$ cat src/include/iop_consts.vh
/*
  Register offsets, field positions, reset values and bus timing counts
  for the I/O port block. Assumes an 8-bit register port with 4-bit address.
*/
`ifndef IOP_CONSTS_VH
`define IOP_CONSTS_VH

// Register offsets
`define IOP_R_P0_DATA 4'h0
`define IOP_R_P1_DATA 4'h1
`define IOP_R_P2_DATA 4'h2
`define IOP_R_P3_DATA 4'h3
`define IOP_R_P4_DATA 4'h4
`define IOP_R_P5_DATA 4'h5
`define IOP_R_P0_DIR 4'h6
`define IOP_R_P1_DIR 4'h7
`define IOP_R_P01_MODE 4'h8
`define IOP_R_P2_DIR 4'h9
`define IOP_R_P3_MODE 4'ha
`define IOP_R_IRQ_EDGE 4'hb
`define IOP_R_P4_DIR 4'hc
`define IOP_R_P45_DRIVE 4'hd
`define IOP_R_P5_DIR 4'he
`define IOP_R_STATUS 4'hf

// Bus mode fields
`define IOP_B_P0_LO_ADDR 0
`define IOP_B_P0_HI_ADDR 1
`define IOP_B_P1_BUS 2
`define IOP_B_FLOAT 3
`define IOP_B_EXT_TIME 4

// Control port mode fields
`define IOP_B_P2_OD 0
`define IOP_B_ANALOG 1
`define IOP_B_P0_HS 2
`define IOP_B_P1_HS 3
`define IOP_B_P2_HS 4
`define IOP_B_DM_EN 5
`define IOP_B_TOUT_EN 6

// Edge select fields
`define IOP_B_EDGE_P32 6
`define IOP_B_EDGE_P31 7

// Reset values
`define IOP_RST_DIR 8'hff
`define IOP_RST_ZERO 8'h00
`define IOP_RST_P01_ROMLESS 8'h13
`define IOP_RST_P01_ROM 8'h00

// Memory map
`define IOP_EXT_BASE 16'h6000
`define IOP_VEC_END 16'h000c

// Access kinds
`define IOP_K_FETCH 2'h0
`define IOP_K_PROG 2'h1
`define IOP_K_DATA 2'h2

// Bus cycle lengths in clocks
`define IOP_BUS_WAIT 8'h06
`define IOP_EXT_WAIT 8'h08

`endif

$ cat src/verilog/iop_ports.v
/*
  I/O ports with handshake, control port alternate functions, edge
  interrupt detection and external memory bus with space decode.
  Assumes one 50 MHz clock, a core that issues one memory request at a
  time and a register master that never issues both strobes together.
*/
// Chosen here: the address-and-strobe port and the placing of the registers.
`timescale 1ns/1ps
`include "iop_consts.vh"

module iop_ports #(
  parameter ROM_PROTECT = 0,
  parameter [7:0] BUS_WAIT = `IOP_BUS_WAIT,
  parameter [7:0] EXT_WAIT = `IOP_EXT_WAIT
) (
  // Clock and reset
  input wire mclk,
  input wire resetn,
  input wire rom_less,
  // Register port
  input wire [3:0] reg_addr,
  input wire [7:0] reg_wdata,
  input wire reg_wr,
  input wire reg_rd,
  output reg [7:0] reg_rdata,
  // Memory request from core
  input wire mem_req,
  input wire [1:0] mem_kind,
  input wire mem_we,
  input wire [15:0] mem_addr,
  input wire [7:0] mem_wdata,
  output wire mem_busy,
  output reg mem_done,
  output reg [7:0] mem_rdata,
  output reg mem_internal,
  output reg mem_refused,
  output reg mem_vector,
  // Port pins
  input wire [7:0] p0_in,
  output reg [7:0] p0_out,
  output reg [7:0] p0_oe,
  input wire [7:0] p1_in,
  output reg [7:0] p1_out,
  output reg [7:0] p1_oe,
  input wire [7:0] p2_in,
  output reg [7:0] p2_out,
  output reg [7:0] p2_oe,
  input wire [2:0] p3_in,
  output reg [3:0] p3_out,
  input wire [7:0] p4_in,
  output reg [7:0] p4_out,
  output reg [7:0] p4_oe,
  input wire [7:0] p5_in,
  output reg [7:0] p5_out,
  output reg [7:0] p5_oe,
  // Bus strobes
  output reg addr_strobe_n,
  output reg data_strobe_n,
  output reg rw_n,
  output reg strobe_oe,
  // Comparator results from the analog front end
  input wire comparator_in_a,
  input wire comparator_in_b,
  // Timer and interrupt side
  output reg timer_in,
  input wire timer_out,
  output reg irq_line_zero,
  output reg irq_line_one,
  output reg irq_line_two
);

  localparam S_IDLE = 2'd0;
  localparam S_ADDR = 2'd1;
  localparam S_DATA = 2'd2;
  localparam S_END = 2'd3;
  localparam NIN = 45;

  // Read value: pin for input bits, latch for output bits
  function [7:0] rd_mix;
    input [7:0] dir;
    input [7:0] pin;
    input [7:0] dat;
    begin
      rd_mix = (dir & pin) | (~dir & dat);
    end
  endfunction

  // Enable for push-pull or open-drain outputs
  function [7:0] drv_oe;
    input [7:0] dir;
    input od;
    input [7:0] dat;
    begin
      drv_oe = od ? (~dir & ~dat) : ~dir;
    end
  endfunction

  reg [7:0] p0_dq, p1_dq, p2_dq, p3_dq, p4_dq, p5_dq;
  reg [7:0] p0_dir_q, p1_dir_q, p2_dir_q, p4_dir_q, p5_dir_q;
  reg [7:0] p01m_q, p3m_q, edge_q, p45d_q;
  reg romless_q;
  reg [NIN-1:0] s1_q, s2_q, s3_q, f_q;
  reg [2:0] src_prev_q;
  reg [2:0] hs_dav_n_q, hs_rdy_q, hs_prev_q;
  reg [7:0] hs_lat_q [0:2];
  reg [1:0] st_q;
  reg [7:0] cnt_q;
  reg [15:0] ba_q;
  reg [7:0] bw_q;
  reg bwe_q, bdm_q;
  integer i;

  // Filtered pins
  wire [7:0] f_p0 = f_q[7:0];
  wire [7:0] f_p1 = f_q[15:8];
  wire [7:0] f_p2 = f_q[23:16];
  wire [7:0] f_p4 = f_q[31:24];
  wire [7:0] f_p5 = f_q[39:32];
  wire [2:0] f_p3 = f_q[42:40];
  wire f_ca = f_q[43];
  wire f_cb = f_q[44];
  wire analog = p3m_q[`IOP_B_ANALOG];
  wire p1_bus = p01m_q[`IOP_B_P1_BUS];
  wire bus_float = p01m_q[`IOP_B_FLOAT];

  // Handshake wiring: P0 on P32/P35, P1 on P33/P34, P2 on P31/P36
  wire [2:0] hs_en = {p3m_q[`IOP_B_P2_HS], p3m_q[`IOP_B_P1_HS] & ~p1_bus,
                      p3m_q[`IOP_B_P0_HS]};
  wire [2:0] hs_outdir = {~p2_dir_q[7], ~p1_dir_q[7], ~p0_dir_q[7]};
  wire [2:0] hs_pin = {f_p3[0], f_p3[2], f_p3[1]};
  wire [2:0] hs_line = hs_outdir & hs_dav_n_q | ~hs_outdir & hs_rdy_q;
  wire [2:0] hs_wr;
  wire [2:0] hs_rd;
  wire [7:0] hs_data [0:2];
  assign hs_wr[0] = reg_wr && reg_addr == `IOP_R_P0_DATA;
  assign hs_wr[1] = reg_wr && reg_addr == `IOP_R_P1_DATA;
  assign hs_wr[2] = reg_wr && reg_addr == `IOP_R_P2_DATA;
  assign hs_rd[0] = reg_rd && reg_addr == `IOP_R_P0_DATA;
  assign hs_rd[1] = reg_rd && reg_addr == `IOP_R_P1_DATA;
  assign hs_rd[2] = reg_rd && reg_addr == `IOP_R_P2_DATA;
  assign hs_data[0] = f_p0;
  assign hs_data[1] = f_p1;
  assign hs_data[2] = f_p2;

  // Interrupt sources, comparators replace P31/P32 in analog mode
  wire src31 = analog ? f_ca : f_p3[0];
  wire src32 = analog ? f_cb : f_p3[1];
  wire [2:0] src_now = {f_p3[2], src32, src31};
  wire [2:0] rise = src_now & ~src_prev_q;
  wire [2:0] fall = ~src_now & src_prev_q;
  wire e6 = edge_q[`IOP_B_EDGE_P32];
  wire e7 = edge_q[`IOP_B_EDGE_P31];

  // Memory space decode
  wire is_load = mem_kind != `IOP_K_FETCH;
  wire below_ext = mem_addr < `IOP_EXT_BASE;
  wire in_vec = mem_addr < `IOP_VEC_END;
  wire go_ext = romless_q | ~below_ext;
  wire bad_data = mem_kind == `IOP_K_DATA &&
                  (romless_q ? in_vec : below_ext);
  wire blocked = (ROM_PROTECT != 0) && is_load;
  wire no_bus = go_ext && !p1_bus;
  wire take = mem_req && st_q == S_IDLE;
  assign mem_busy = st_q != S_IDLE;

  // Three-stage pin sync, value changes once stages two and three agree.
  // Runs through reset so the filter has settled to the pins at release.
  always @(posedge mclk)
  begin
    s1_q <= {comparator_in_b, comparator_in_a, p3_in, p5_in, p4_in, p2_in, p1_in, p0_in};
    s2_q <= s1_q;
    s3_q <= s2_q;
    f_q <= (s2_q & s3_q) | (f_q & (s2_q | s3_q));
  end

  // Register writes; reset state follows the ROM-less strap
  always @(posedge mclk)
  begin
    if (!resetn)
    begin
      romless_q <= rom_less;
      p0_dq <= `IOP_RST_ZERO;
      p1_dq <= `IOP_RST_ZERO;
      p2_dq <= `IOP_RST_ZERO;
      p3_dq <= `IOP_RST_ZERO;
      p4_dq <= `IOP_RST_ZERO;
      p5_dq <= `IOP_RST_ZERO;
      p0_dir_q <= `IOP_RST_DIR;
      p1_dir_q <= `IOP_RST_DIR;
      p2_dir_q <= `IOP_RST_DIR;
      p4_dir_q <= `IOP_RST_DIR;
      p5_dir_q <= `IOP_RST_DIR;
      p01m_q <= rom_less ? `IOP_RST_P01_ROMLESS : `IOP_RST_P01_ROM;
      p3m_q <= `IOP_RST_ZERO;
      edge_q <= `IOP_RST_ZERO;
      p45d_q <= `IOP_RST_ZERO;
    end
    else if (reg_wr)
    begin
      if (reg_addr == `IOP_R_P0_DATA)
        p0_dq <= reg_wdata;
      else if (reg_addr == `IOP_R_P1_DATA)
        p1_dq <= reg_wdata;
      else if (reg_addr == `IOP_R_P2_DATA)
        p2_dq <= reg_wdata;
      else if (reg_addr == `IOP_R_P3_DATA)
        p3_dq <= {reg_wdata[7:4], 4'h0};
      else if (reg_addr == `IOP_R_P4_DATA)
        p4_dq <= reg_wdata;
      else if (reg_addr == `IOP_R_P5_DATA)
        p5_dq <= reg_wdata;
      else if (reg_addr == `IOP_R_P0_DIR)
        p0_dir_q <= reg_wdata;
      else if (reg_addr == `IOP_R_P1_DIR)
        p1_dir_q <= reg_wdata;
      else if (reg_addr == `IOP_R_P01_MODE)
        p01m_q <= {3'h0, reg_wdata[4:0]};
      else if (reg_addr == `IOP_R_P2_DIR)
        p2_dir_q <= reg_wdata;
      else if (reg_addr == `IOP_R_P3_MODE)
        p3m_q <= {1'b0, reg_wdata[6:0]};
      else if (reg_addr == `IOP_R_IRQ_EDGE)
        edge_q <= {reg_wdata[7:6], 6'h00};
      else if (reg_addr == `IOP_R_P4_DIR)
        p4_dir_q <= reg_wdata;
      else if (reg_addr == `IOP_R_P45_DRIVE)
        p45d_q <= {6'h00, reg_wdata[1:0]};
      else if (reg_addr == `IOP_R_P5_DIR)
        p5_dir_q <= reg_wdata;
    end
  end

  // Register reads, one cycle after the strobe; zero in cycles without a read
  always @(posedge mclk)
  begin
    if (!resetn)
      reg_rdata <= 8'h00;
    else if (!reg_rd)
      reg_rdata <= 8'h00;
    else if (reg_addr == `IOP_R_P0_DATA)
      reg_rdata <= hs_en[0] & ~hs_outdir[0] ? hs_lat_q[0] : rd_mix(p0_dir_q, f_p0, p0_dq);
    else if (reg_addr == `IOP_R_P1_DATA)
      reg_rdata <= hs_en[1] & ~hs_outdir[1] ? hs_lat_q[1] : rd_mix(p1_dir_q, f_p1, p1_dq);
    else if (reg_addr == `IOP_R_P2_DATA)
      reg_rdata <= hs_en[2] & ~hs_outdir[2] ? hs_lat_q[2] : rd_mix(p2_dir_q, f_p2, p2_dq);
    else if (reg_addr == `IOP_R_P3_DATA)
      reg_rdata <= {p3_dq[7:4], analog ? 1'b0 : f_p3[2], f_p3[1:0], 1'b0};
    else if (reg_addr == `IOP_R_P4_DATA)
      reg_rdata <= rd_mix(p4_dir_q, f_p4, p4_dq);
    else if (reg_addr == `IOP_R_P5_DATA)
      reg_rdata <= rd_mix(p5_dir_q, f_p5, p5_dq);
    else if (reg_addr == `IOP_R_P0_DIR)
      reg_rdata <= p0_dir_q;
    else if (reg_addr == `IOP_R_P1_DIR)
      reg_rdata <= p1_dir_q;
    else if (reg_addr == `IOP_R_P01_MODE)
      reg_rdata <= p01m_q;
    else if (reg_addr == `IOP_R_P2_DIR)
      reg_rdata <= p2_dir_q;
    else if (reg_addr == `IOP_R_P3_MODE)
      reg_rdata <= p3m_q;
    else if (reg_addr == `IOP_R_IRQ_EDGE)
      reg_rdata <= edge_q;
    else if (reg_addr == `IOP_R_P4_DIR)
      reg_rdata <= p4_dir_q;
    else if (reg_addr == `IOP_R_P45_DRIVE)
      reg_rdata <= p45d_q;
    else if (reg_addr == `IOP_R_P5_DIR)
      reg_rdata <= p5_dir_q;
    else
      reg_rdata <= {romless_q, mem_busy, f_cb, f_ca, 1'b0, hs_line};
  end

  // Handshakes: output side drops valid on write and lifts it once ready
  // is seen; input side latches on valid falling and drops ready until read.
  // Hardware capture wins over a read in the same cycle.
  always @(posedge mclk)
  begin
    if (!resetn)
    begin
      hs_dav_n_q <= 3'h7;
      hs_rdy_q <= 3'h7;
      hs_prev_q <= hs_pin;
      for (i = 0; i < 3; i = i + 1)
        hs_lat_q[i] <= 8'h00;
    end
    else
    begin
      hs_prev_q <= hs_pin;
      for (i = 0; i < 3; i = i + 1)
      begin
        if (!hs_en[i])
        begin
          hs_dav_n_q[i] <= 1'b1;
          hs_rdy_q[i] <= 1'b1;
        end
        else if (hs_outdir[i])
        begin
          if (hs_wr[i])
            hs_dav_n_q[i] <= 1'b0;
          else if (!hs_dav_n_q[i] && hs_pin[i])
            hs_dav_n_q[i] <= 1'b1;
        end
        else
        begin
          if (hs_rdy_q[i] && hs_prev_q[i] && !hs_pin[i])
          begin
            hs_lat_q[i] <= hs_data[i];
            hs_rdy_q[i] <= 1'b0;
          end
          else if (hs_rd[i])
            hs_rdy_q[i] <= 1'b1;
        end
      end
    end
  end

  // Edge interrupts as one-cycle pulses
  always @(posedge mclk)
  begin
    if (!resetn)
    begin
      src_prev_q <= src_now; // Track pins so release makes no false edge
      irq_line_zero <= 1'b0;
      irq_line_one <= 1'b0;
      irq_line_two <= 1'b0;
    end
    else
    begin
      src_prev_q <= src_now;
      irq_line_zero <= (rise[1] & e6) | (fall[1] & (~e6 | e7));
      irq_line_two <= (rise[0] & e7) | (fall[0] & (~e7 | e6));
      irq_line_one <= fall[2] & ~analog;
    end
  end

  // External memory cycle; refused or internal requests answer in one clock
  always @(posedge mclk)
  begin
    if (!resetn)
    begin
      st_q <= S_IDLE;
      cnt_q <= 8'h00;
      ba_q <= 16'h0000;
      bw_q <= 8'h00;
      bwe_q <= 1'b0;
      bdm_q <= 1'b0;
      mem_done <= 1'b0;
      mem_rdata <= 8'h00;
      mem_internal <= 1'b0;
      mem_refused <= 1'b0;
      mem_vector <= 1'b0;
    end
    else
    begin
      mem_done <= 1'b0;
      mem_internal <= 1'b0;
      mem_refused <= 1'b0;
      mem_vector <= take && mem_kind == `IOP_K_FETCH && in_vec;
      case (st_q)
        S_IDLE:
        begin
          if (take)
          begin
            if (blocked || bad_data || no_bus)
              mem_refused <= 1'b1;
            else if (!go_ext)
              mem_internal <= 1'b1;
            else
            begin
              st_q <= S_ADDR;
              ba_q <= mem_addr;
              bw_q <= mem_wdata;
              bwe_q <= mem_we;
              bdm_q <= mem_kind == `IOP_K_DATA;
            end
          end
        end
        S_ADDR:
        begin
          st_q <= S_DATA;
          cnt_q <= p01m_q[`IOP_B_EXT_TIME] ? BUS_WAIT + EXT_WAIT : BUS_WAIT;
        end
        S_DATA:
        begin
          if (cnt_q <= 8'h01)
            st_q <= S_END;
          else
            cnt_q <= cnt_q - 8'h01;
        end
        default:
        begin
          mem_rdata <= bwe_q ? 8'h00 : f_p1;
          mem_done <= 1'b1;
          bdm_q <= 1'b0;
          st_q <= S_IDLE;
        end
      endcase
    end
  end

  // Registered pin drive
  always @(posedge mclk)
  begin
    if (!resetn)
    begin
      p0_out <= 8'h00;
      p0_oe <= 8'h00;
      p1_out <= 8'h00;
      p1_oe <= 8'h00;
      p2_out <= 8'h00;
      p2_oe <= 8'h00;
      p3_out <= 4'h0;
      p4_out <= 8'h00;
      p4_oe <= 8'h00;
      p5_out <= 8'h00;
      p5_oe <= 8'h00;
      addr_strobe_n <= 1'b1;
      data_strobe_n <= 1'b1;
      rw_n <= 1'b1;
      strobe_oe <= 1'b0;
      timer_in <= 1'b0;
    end
    else
    begin
      // Address nibbles of P0 carry upper address; rest plain I/O
      p0_out[3:0] <= p01m_q[`IOP_B_P0_LO_ADDR] ? ba_q[11:8] : p0_dq[3:0];
      p0_out[7:4] <= p01m_q[`IOP_B_P0_HI_ADDR] ? ba_q[15:12] : p0_dq[7:4];
      p0_oe[3:0] <= p01m_q[`IOP_B_P0_LO_ADDR] ? {4{~bus_float}} : ~p0_dir_q[3:0];
      p0_oe[7:4] <= p01m_q[`IOP_B_P0_HI_ADDR] ? {4{~bus_float}} : ~p0_dir_q[7:4];
      if (p1_bus)
      begin
        p1_out <= st_q == S_ADDR ? ba_q[7:0] : bw_q;
        p1_oe <= {8{~bus_float & (st_q == S_ADDR | (st_q != S_IDLE & bwe_q))}};
      end
      else
      begin
        p1_out <= p1_dq;
        p1_oe <= ~p1_dir_q;
      end
      p2_out <= p2_dq;
      p2_oe <= drv_oe(p2_dir_q, p3m_q[`IOP_B_P2_OD], p2_dq);
      p4_out <= p4_dq;
      p4_oe <= drv_oe(p4_dir_q, p45d_q[0], p4_dq);
      p5_out <= p5_dq;
      p5_oe <= drv_oe(p5_dir_q, p45d_q[1], p5_dq);
      // Control port outputs always driven; alternate functions first
      if (p3m_q[`IOP_B_DM_EN])
        p3_out[0] <= ~bdm_q;
      else
        p3_out[0] <= hs_en[1] ? hs_line[1] : p3_dq[4];
      p3_out[1] <= hs_en[0] ? hs_line[0] : p3_dq[5];
      if (p3m_q[`IOP_B_TOUT_EN])
        p3_out[2] <= timer_out;
      else
        p3_out[2] <= hs_en[2] ? hs_line[2] : p3_dq[6];
      p3_out[3] <= p3_dq[7];
      timer_in <= f_p3[0];
      addr_strobe_n <= st_q != S_ADDR;
      data_strobe_n <= st_q != S_DATA;
      rw_n <= ~(bwe_q & st_q != S_IDLE);
      strobe_oe <= ~bus_float;
    end
  end

endmodule // iop_ports
$ cat config.mk
export PLATFORM = sky130hd
export DESIGN_NAME = iop_ports
export DESIGN_NICKNAME = d
export VERILOG_FILES = /design/src/verilog/iop_ports.v
export VERILOG_INCLUDE_DIRS = /design/src /design/src/include
export SDC_FILE = /design/constraint.sdc
export NUM_CORES = 1
export LEC_CHECK = 0
export ABC_AREA = 1
export ABC_CLOCK_PERIOD_IN_PS = 2800
export BUFFER_PORTS_ARGS = -buffer_cell sky130_fd_sc_hd__buf_4
export CAP_MARGIN = 20
export CORE_MARGIN = 2
export CORE_UTILIZATION = 50
export DETAILED_ROUTE_END_ITERATION = 8
export HOLD_SLACK_MARGIN = 0.15
export MAX_ROUTING_LAYER = met4
export PLACE_DENSITY = 0.71
export SLEW_MARGIN = 20
export SYNTH_ARGS = -nofsm -noshare
export SYNTH_HDL_FRONTEND = slang
export SYNTH_SLANG_ARGS = --single-unit
export TNS_END_PERCENT = 1
$ cat constraint.sdc
create_clock -name mclk -period 2.8 [get_ports mclk]
set_clock_uncertainty 0.1 [all_clocks]
set_input_delay 0.42 -clock mclk [delete_from_list [all_inputs] [get_ports mclk]]
set_output_delay 0.42 -clock mclk [all_outputs]
set_load 0.05 [all_outputs]
==> Yosys cells after proc, flatten, opt, wreduce, memory -nomap -nowiden <==
Memories as Yosys holds them, arrays and structs flattened.
Index checks and enable logic that the tools add are counted.
W data, S select, Z words.
{ "word_totals": {"ff_bits": 444, "ram_bits": 24, "out_inout_bits": 113, "elab_cells": 356, "n_memories": 1} }
{ "memory_table": {"columns": ["name", "depth", "word_bits", "read_ports", "rd_clocked_by_memory_dff", "wr", "line", "source"], "rows": [
  ["hs_lat_q", 3, 8, 3, 0, 3, "iop_ports.v:105", "reg [7:0] hs_lat_q [0:2];"]
]} }
{ "classes": {"add_sub_neg": 1, "order_cmp": 3, "n_eq_ne": 34, "mux": 96, "bitwise": 90, "n_reduce_logical": 72} }
{ "op_table": {"columns": ["cell", "count"], "rows": [
  ["$mux W8", 40],
  ["$and A8 B8 Y8", 13],
  ["$and A45 B45 Y45", 2],
  ["$or A45 B45 Y45", 2],
  ["$not A8 Y8", 8],
  ["$mux W1", 43],
  ["$or A8 B8 Y8", 5],
  ["$not A1 Y1", 30],
  ["$eq A4 B4 Y1 const B", 7],
  ["$ne A2 B2 Y1 const B", 14],
  ["$reduce_and A2 Y1", 12],
  ["$logic_and A1 B1 Y1", 20],
  ["$mux W4", 5],
  ["$eq A4 B3 Y1 const B", 4],
  ["$lt A16 B15 Y1 const B", 1],
  ["$lt A16 B4 Y1 const B", 1],
  ["$pmux W8 S2", 1],
  ["$reduce_and A16 Y1", 1],
  ["$reduce_and A4 Y1", 4],
  ["$reduce_bool A2 Y1", 8],
  ["$reduce_and A15 Y1", 1],
  ["$reduce_and A14 Y1", 1],
  ["$reduce_and A13 Y1", 1],
  ["$reduce_and A12 Y1", 1],
  ["other kinds (34)", 71]
]} }

==> Longest topological paths before layout <==
{ "logic_depth": {"word_depth": 19, "depth_mapped": 21, "ltp_nobuf": 21} }

==> Least setup slack after synthesis <==
OpenSTA, ideal clock, no wires.
{ "synth_path": {"path_type": "flip-flop to flip-flop", "from": "reg st_q[0]", "to": "reg reg_rdata[6]", "t_arrival_ns": 1.900, "path_slack_ns": 0.730, "stages_incl_launch_ff": 20, "synth_period_minus_slack_ns": 2.070, "cell_sequence": "dfxtp_1 > inv_1 > ha_1 > inv_1 > nand3_1 > nand2_1 > nand2_1 > nand2_1 > nand2_1 > nand2_1 > nand2_1 > nand2_1 > nand2_1 > nand2_1 > nand2_1 > nand2_1 > nand2_1 > nand2_1 > nand2_1 > a21oi_1"} }
{ "synth_via": {"elab_chain_len": 16} }
{ "synth_rtl": {"columns": ["item", "line", "source"], "rows": [
  ["from (decl)", "iop_ports.v:106", "reg [1:0] st_q;"],
  ["from (signal assigned)", "iop_ports.v:342", "st_q <= S_IDLE;"],
  ["from (signal assigned)", "iop_ports.v:371", "st_q <= S_ADDR;"],
  ["from (signal assigned)", "iop_ports.v:381", "st_q <= S_DATA;"],
  ["$reduce_bool A2 Y1", "iop_ports.v:164", "assign mem_busy = st_q != S_IDLE;"],
  ["named net mem_busy", "iop_ports.v:32", "output wire mem_busy,"],
  ["$mux W8", "iop_ports.v:268", "else if (reg_addr == `IOP_R_P5_DIR)"],
  ["$mux W8", "iop_ports.v:266", "else if (reg_addr == `IOP_R_P45_DRIVE)"],
  ["$mux W8", "iop_ports.v:264", "else if (reg_addr == `IOP_R_P4_DIR)"],
  ["$mux W8", "iop_ports.v:262", "else if (reg_addr == `IOP_R_IRQ_EDGE)"],
  ["$mux W8", "iop_ports.v:260", "else if (reg_addr == `IOP_R_P3_MODE)"],
  ["$mux W8", "iop_ports.v:258", "else if (reg_addr == `IOP_R_P2_DIR)"],
  ["$mux W8", "iop_ports.v:256", "else if (reg_addr == `IOP_R_P01_MODE)"],
  ["$mux W8", "iop_ports.v:254", "else if (reg_addr == `IOP_R_P1_DIR)"],
  ["$mux W8", "iop_ports.v:252", "else if (reg_addr == `IOP_R_P0_DIR)"],
  ["$mux W8", "iop_ports.v:250", "else if (reg_addr == `IOP_R_P5_DATA)"],
  ["$mux W8", "iop_ports.v:248", "else if (reg_addr == `IOP_R_P4_DATA)"],
  ["$mux W8", "iop_ports.v:246", "else if (reg_addr == `IOP_R_P3_DATA)"],
  ["$mux W8", "iop_ports.v:244", "else if (reg_addr == `IOP_R_P2_DATA)"],
  ["$mux W8", "iop_ports.v:242", "else if (reg_addr == `IOP_R_P1_DATA)"],
  ["$mux W8", "iop_ports.v:240", "else if (reg_addr == `IOP_R_P0_DATA)"],
  ["to (signal assigned)", "iop_ports.v:241", "reg_rdata <= hs_en[0] & ~hs_outdir[0] ? hs_lat_q[0] : rd_mix(p0_dir_q, f_p0, p0_dq);"],
  ["to (signal assigned)", "iop_ports.v:243", "reg_rdata <= hs_en[1] & ~hs_outdir[1] ? hs_lat_q[1] : rd_mix(p1_dir_q, f_p1, p1_dq);"],
  ["to (signal assigned)", "iop_ports.v:245", "reg_rdata <= hs_en[2] & ~hs_outdir[2] ? hs_lat_q[2] : rd_mix(p2_dir_q, f_p2, p2_dq);"],
  ["to (decl)", "iop_ports.v:25", "output reg [7:0] reg_rdata,"]
]} }
The timed path passes the listed nets, and every way through them passes these cells.
A chain may end at the register's enable or synchronous reset.

==> Worst setup path after layout <==
{ "layout_path": {"from": "in mem_addr[8]", "to": "reg ba_q[2]"} }
{ "layout_via": {"elab_chain_len": 7} }
{ "layout_rtl": {"columns": ["item", "line", "source"], "rows": [
  ["from (decl)", "iop_ports.v:30", "input wire [15:0] mem_addr,"],
  ["$lt A16 B15 Y1 (no source line)", null, null],
  ["$not A1 Y1", "iop_ports.v:158", "wire go_ext = romless_q | ~below_ext;"],
  ["$or A1 B1 Y1", "iop_ports.v:158", null],
  ["$logic_and A1 B1 Y1", "iop_ports.v:162", "wire no_bus = go_ext && !p1_bus;"],
  ["$logic_or A1 B1 Y1", "iop_ports.v:365", "if (blocked || bad_data || no_bus)"],
  ["$not A1 Y1 (no source line)", null, null],
  ["$reduce_and A4 Y1 (no source line) *", null, null],
  ["to (signal assigned)", "iop_ports.v:372", "ba_q <= mem_addr;"],
  ["to (decl)", "iop_ports.v:108", "reg [15:0] ba_q;"]
]} }
Every way passes the cells marked *; elsewhere a longest branch is shown, timed or not.

==> results.sh <==
export IMPL_start_kind="input pin"
export IMPL_layout_commonest_cell="dfxtp_1"
export IMPL_synthDistinctLibCells=38
export IMPL_relSlewSlack_pct=47.44
export IMPL_ys_ff_latch=464
export IMPL_die_h_um=181.6
export IMPL_initial_core_util_pct=50.39
export IMPL_setup_viol=0
export IMPL_gp_congestion=0.9348
export IMPL_setup_tns_final_ns=0
export IMPL_clk_latency_ns=0.55
export IMPL_post_dp_cell_area_mm2=0.01783
export IMPL_drive_above_1_share_pct=15.93
export IMPL_overflow=0
export IMPL_dieWidth_um=181.6
export IMPL_seq_area_mm2=0.009589
export IMPL_clock_sinks=464
export IMPL_yosysWarnings=0
export IMPL_dieArea_mm2=0.03299
export IMPL_drt_iter0_markers=1226
export IMPL_required_ns=3.17
export IMPL_critPathSlowestCell="dlygate4sd3_1"
export IMPL_antenna_found_initial=1
export IMPL_min_period_ns=2.624
export IMPL_post_drt_via_cell_ratio=5.338
export IMPL_htree_num_levels=2
export IMPL_nNetsFinal=2159
export IMPL_grt_first_pass_wirelength_um=70230
export IMPL_dp_cells=2339
export IMPL_num_fill_cells=2561
export IMPL_rsz0062_at_grt="no"
export IMPL_areaGrowthSynthToFinish_pct=27.84
export IMPL_combPwrFrac_pct=12.9
export IMPL_cts_tree="built"
export IMPL_core_region_area_mm2=0.03131
export IMPL_p_total_w=0.01571
export IMPL_drtAntennaViolNets=0
export IMPL_worstPathArrival_ns=2.99
export IMPL_drcViolationCount=0
export IMPL_critPathCaptureType="register"
export IMPL_cpPeakStageDelay_ns=0.57
export IMPL_drt_total_wl_um=45850
export IMPL_hp_class="input pin to register"
export IMPL_io_buffer_count=203
export IMPL_avgSynthCellArea_um2=8.930
export IMPL_cts_setup_buffers=0
export IMPL_fin_hold_ws_ns=0.1866
export IMPL_worst_slew_pin_slew_ns=0.7875
export IMPL_path_clk_slew_ns=0.06
export IMPL_clockBufferDepth=3
export IMPL_grt_max_degree=104
export IMPL_multi_input_area_mm2=0.005072
export IMPL_p_switching_w=0.004164
export IMPL_synth_area_mm2=0.01578
export IMPL_pwr_share_seq_pct=47.0
export IMPL_maxCapViolations=0
export IMPL_rows=65
export IMPL_finish_instance_area_mm2=0.02017
export IMPL_pwr_share_clk_pct=40.1
export IMPL_fin_crit_sh_pct=93.71
export IMPL_switching_share_pct=26.50
export IMPL_stdcell_count=2500
export IMPL_ios=204
export IMPL_ys_seq_area_share_pct=60.77
export IMPL_p_leak_nw=9.222
export IMPL_final_cell_mix="434 x dfxtp_1, 337 x nand2_1, 239 x buf_4, 216 x inv_1, 196 x a21oi_1"
export IMPL_status="finished clean"
export IMPL_hpwlAfterDp_um=31900
export IMPL_grt_usage_pct=28.26
export IMPL_drv_slew=0
export IMPL_ir_worst_vdd_uv=641.6
export IMPL_first_global_vias=12744
export IMPL_hold_viol=0
export IMPL_max_freq_mhz=381.1
export IMPL_p_int_w=0.01155
export IMPL_dr_pass1_iters=6
export IMPL_syn_inst=1767
export IMPL_numCtsBuffers=46
export IMPL_path_class="input pin to register"
export IMPL_power_density_mw_per_mm2=778.9
export IMPL_wl_per_cell_um=18.34
export IMPL_cts_root_buf="clkbuf_16"
export IMPL_synth_net_count=1865
export IMPL_path_cells="dlygate4sd3_1 > buf_4 > nor4_1 > nand3_1 > o21ai_0 > a21oi_1 > nand3_1 > nor2_2 > inv_1 > buf_4 > o21ai_0 > a21oi_1"
export IMPL_vias=13344
export IMPL_worstPathMaxFanout=41
## power groups by stage
stage               clock network [W]  logic (W)  registers (W)
floorplan                           0   0.000982        0.00775
global placement                    0    0.00189        0.00751
detailed placement                  0    0.00191        0.00752
CTS                           0.00636    0.00201        0.00738
global route                  0.00662    0.00221        0.00743
finish                        0.00630    0.00203        0.00739
## registers in the layout, indices dropped and copies added (netlist names), 16 cells and up
register / cells
ba_q: 16
hs_lat_q: 24
s2_q: 45
s3_q: 45
s1_q: 45
f_q: 45
## cell usage after synthesis
cell type  instances  area share (%)
a211oi_1          24             1.1
a21oi_1          196             6.2
a221oi_1           2            0.11
a311oi_1           1           0.056
a31oi_1            6            0.24
a32oi_1            1           0.056
buf_1              6            0.14
buf_2              7            0.22
buf_6              1           0.071
clkbuf_1          57             1.4
clkinv_1           3           0.071
dfxtp_1          434              55
edfxtp_1          30             5.7
ha_1               7            0.56
inv_1            217             5.2
inv_2              3           0.071
maj3_1            45             2.9
mux2_2             2            0.14
mux2i_1            1           0.063
nand2_1          337             8.0
nand2_2            3            0.12
nand3_1           74             2.3
nand4_1            2           0.079
nor2_1            86             2.0
nor2_2             4            0.16
nor2_4             2            0.14
nor3_1             4            0.13
nor3b_1            1           0.048
nor4_1             4            0.16
o2111ai_1          2            0.11
o211ai_1          43             2.0
o21ai_0          150             4.8
o22ai_1            6            0.24
o311ai_0           1           0.056
o41ai_1            1           0.056
or2_2              2           0.079
xnor2_1            1           0.056
xor2_1             1           0.056
## stage by stage
step           util (%)  setup slack, ns
2_1_floorplan         -           0.7297
3_3_place_gp      56.96           0.2550
3_5_place_dp      56.96           0.1902
4_1_cts           64.41           0.2040
5_1_grt           64.42          0.03514
6_report          64.42           0.1762
## logic make-up after synthesis
| group | after synthesis | synth area share (%) |
|---|---|---|
| simple gates | 519 | 13.32 |
| flops | 464 | 60.77 |
| compound gates | 433 | 15.08 |
| buf+inv | 294 | 7.097 |
| fa+ha+maj | 52 | 3.410 |
| mux | 3 | 0.2062 |
| xor+xnor | 2 | 0.1110 |
## routing by layer
layer | up-vias | part of all wire, % | GRT usage [%] | routed length, µm
met5 | - | 0 | - | 0
met3 | 131 | 7.4 | 4.172 | 3402
met4 | 0 | 4.1 | 11.38 | 1880
met2 | 589 | 45 | 44.54 | 20850
li1 | 6391 | - | - | -
met1 | 6233 | 43 | 36.78 | 19710
## layout make-up
type                    count  share of cell area [%]
clock inverters            19                  0.9614
inverters                 223                   4.150
well taps                 402                   2.493
diodes                      1                 0.01241
multi-input cells        1009                   25.15
flip-flops and latches    464                   47.54
clock buffers              65                   6.835
repair buffers            317                   12.86
## repair_timing
action                                  4_1_cts  5_1_grt
gates resized for setup                       0        1
endpoints found under the hold margin        82        0
hold buffers                                 76        0
endpoints found under the setup margin        0       10
## worst max-delay path: cells and delay by family
kind / cells / cell delay [ns]
and+or+nand+nor: 4 / 0.83
AOI/OAI and AO/OA: 4 / 0.60
buffers and inverters: 4 / 1.13
## path summary, 6_finish.rpt
kind / start / to / slack [ns] / cells after the start
max: mem_addr[8] / ba_q[2] / 0.18 / 12
min: reg_wdata[6] / p0_dq[6] / 0.19 / 3
max reg2reg: st_q[1] / reg_rdata[6] / 0.25 / 19
min reg2reg: s1_q[25] / s2_q[25] / 0.23 / 0
Note: power is estimated with default switching activity, not from simulation.
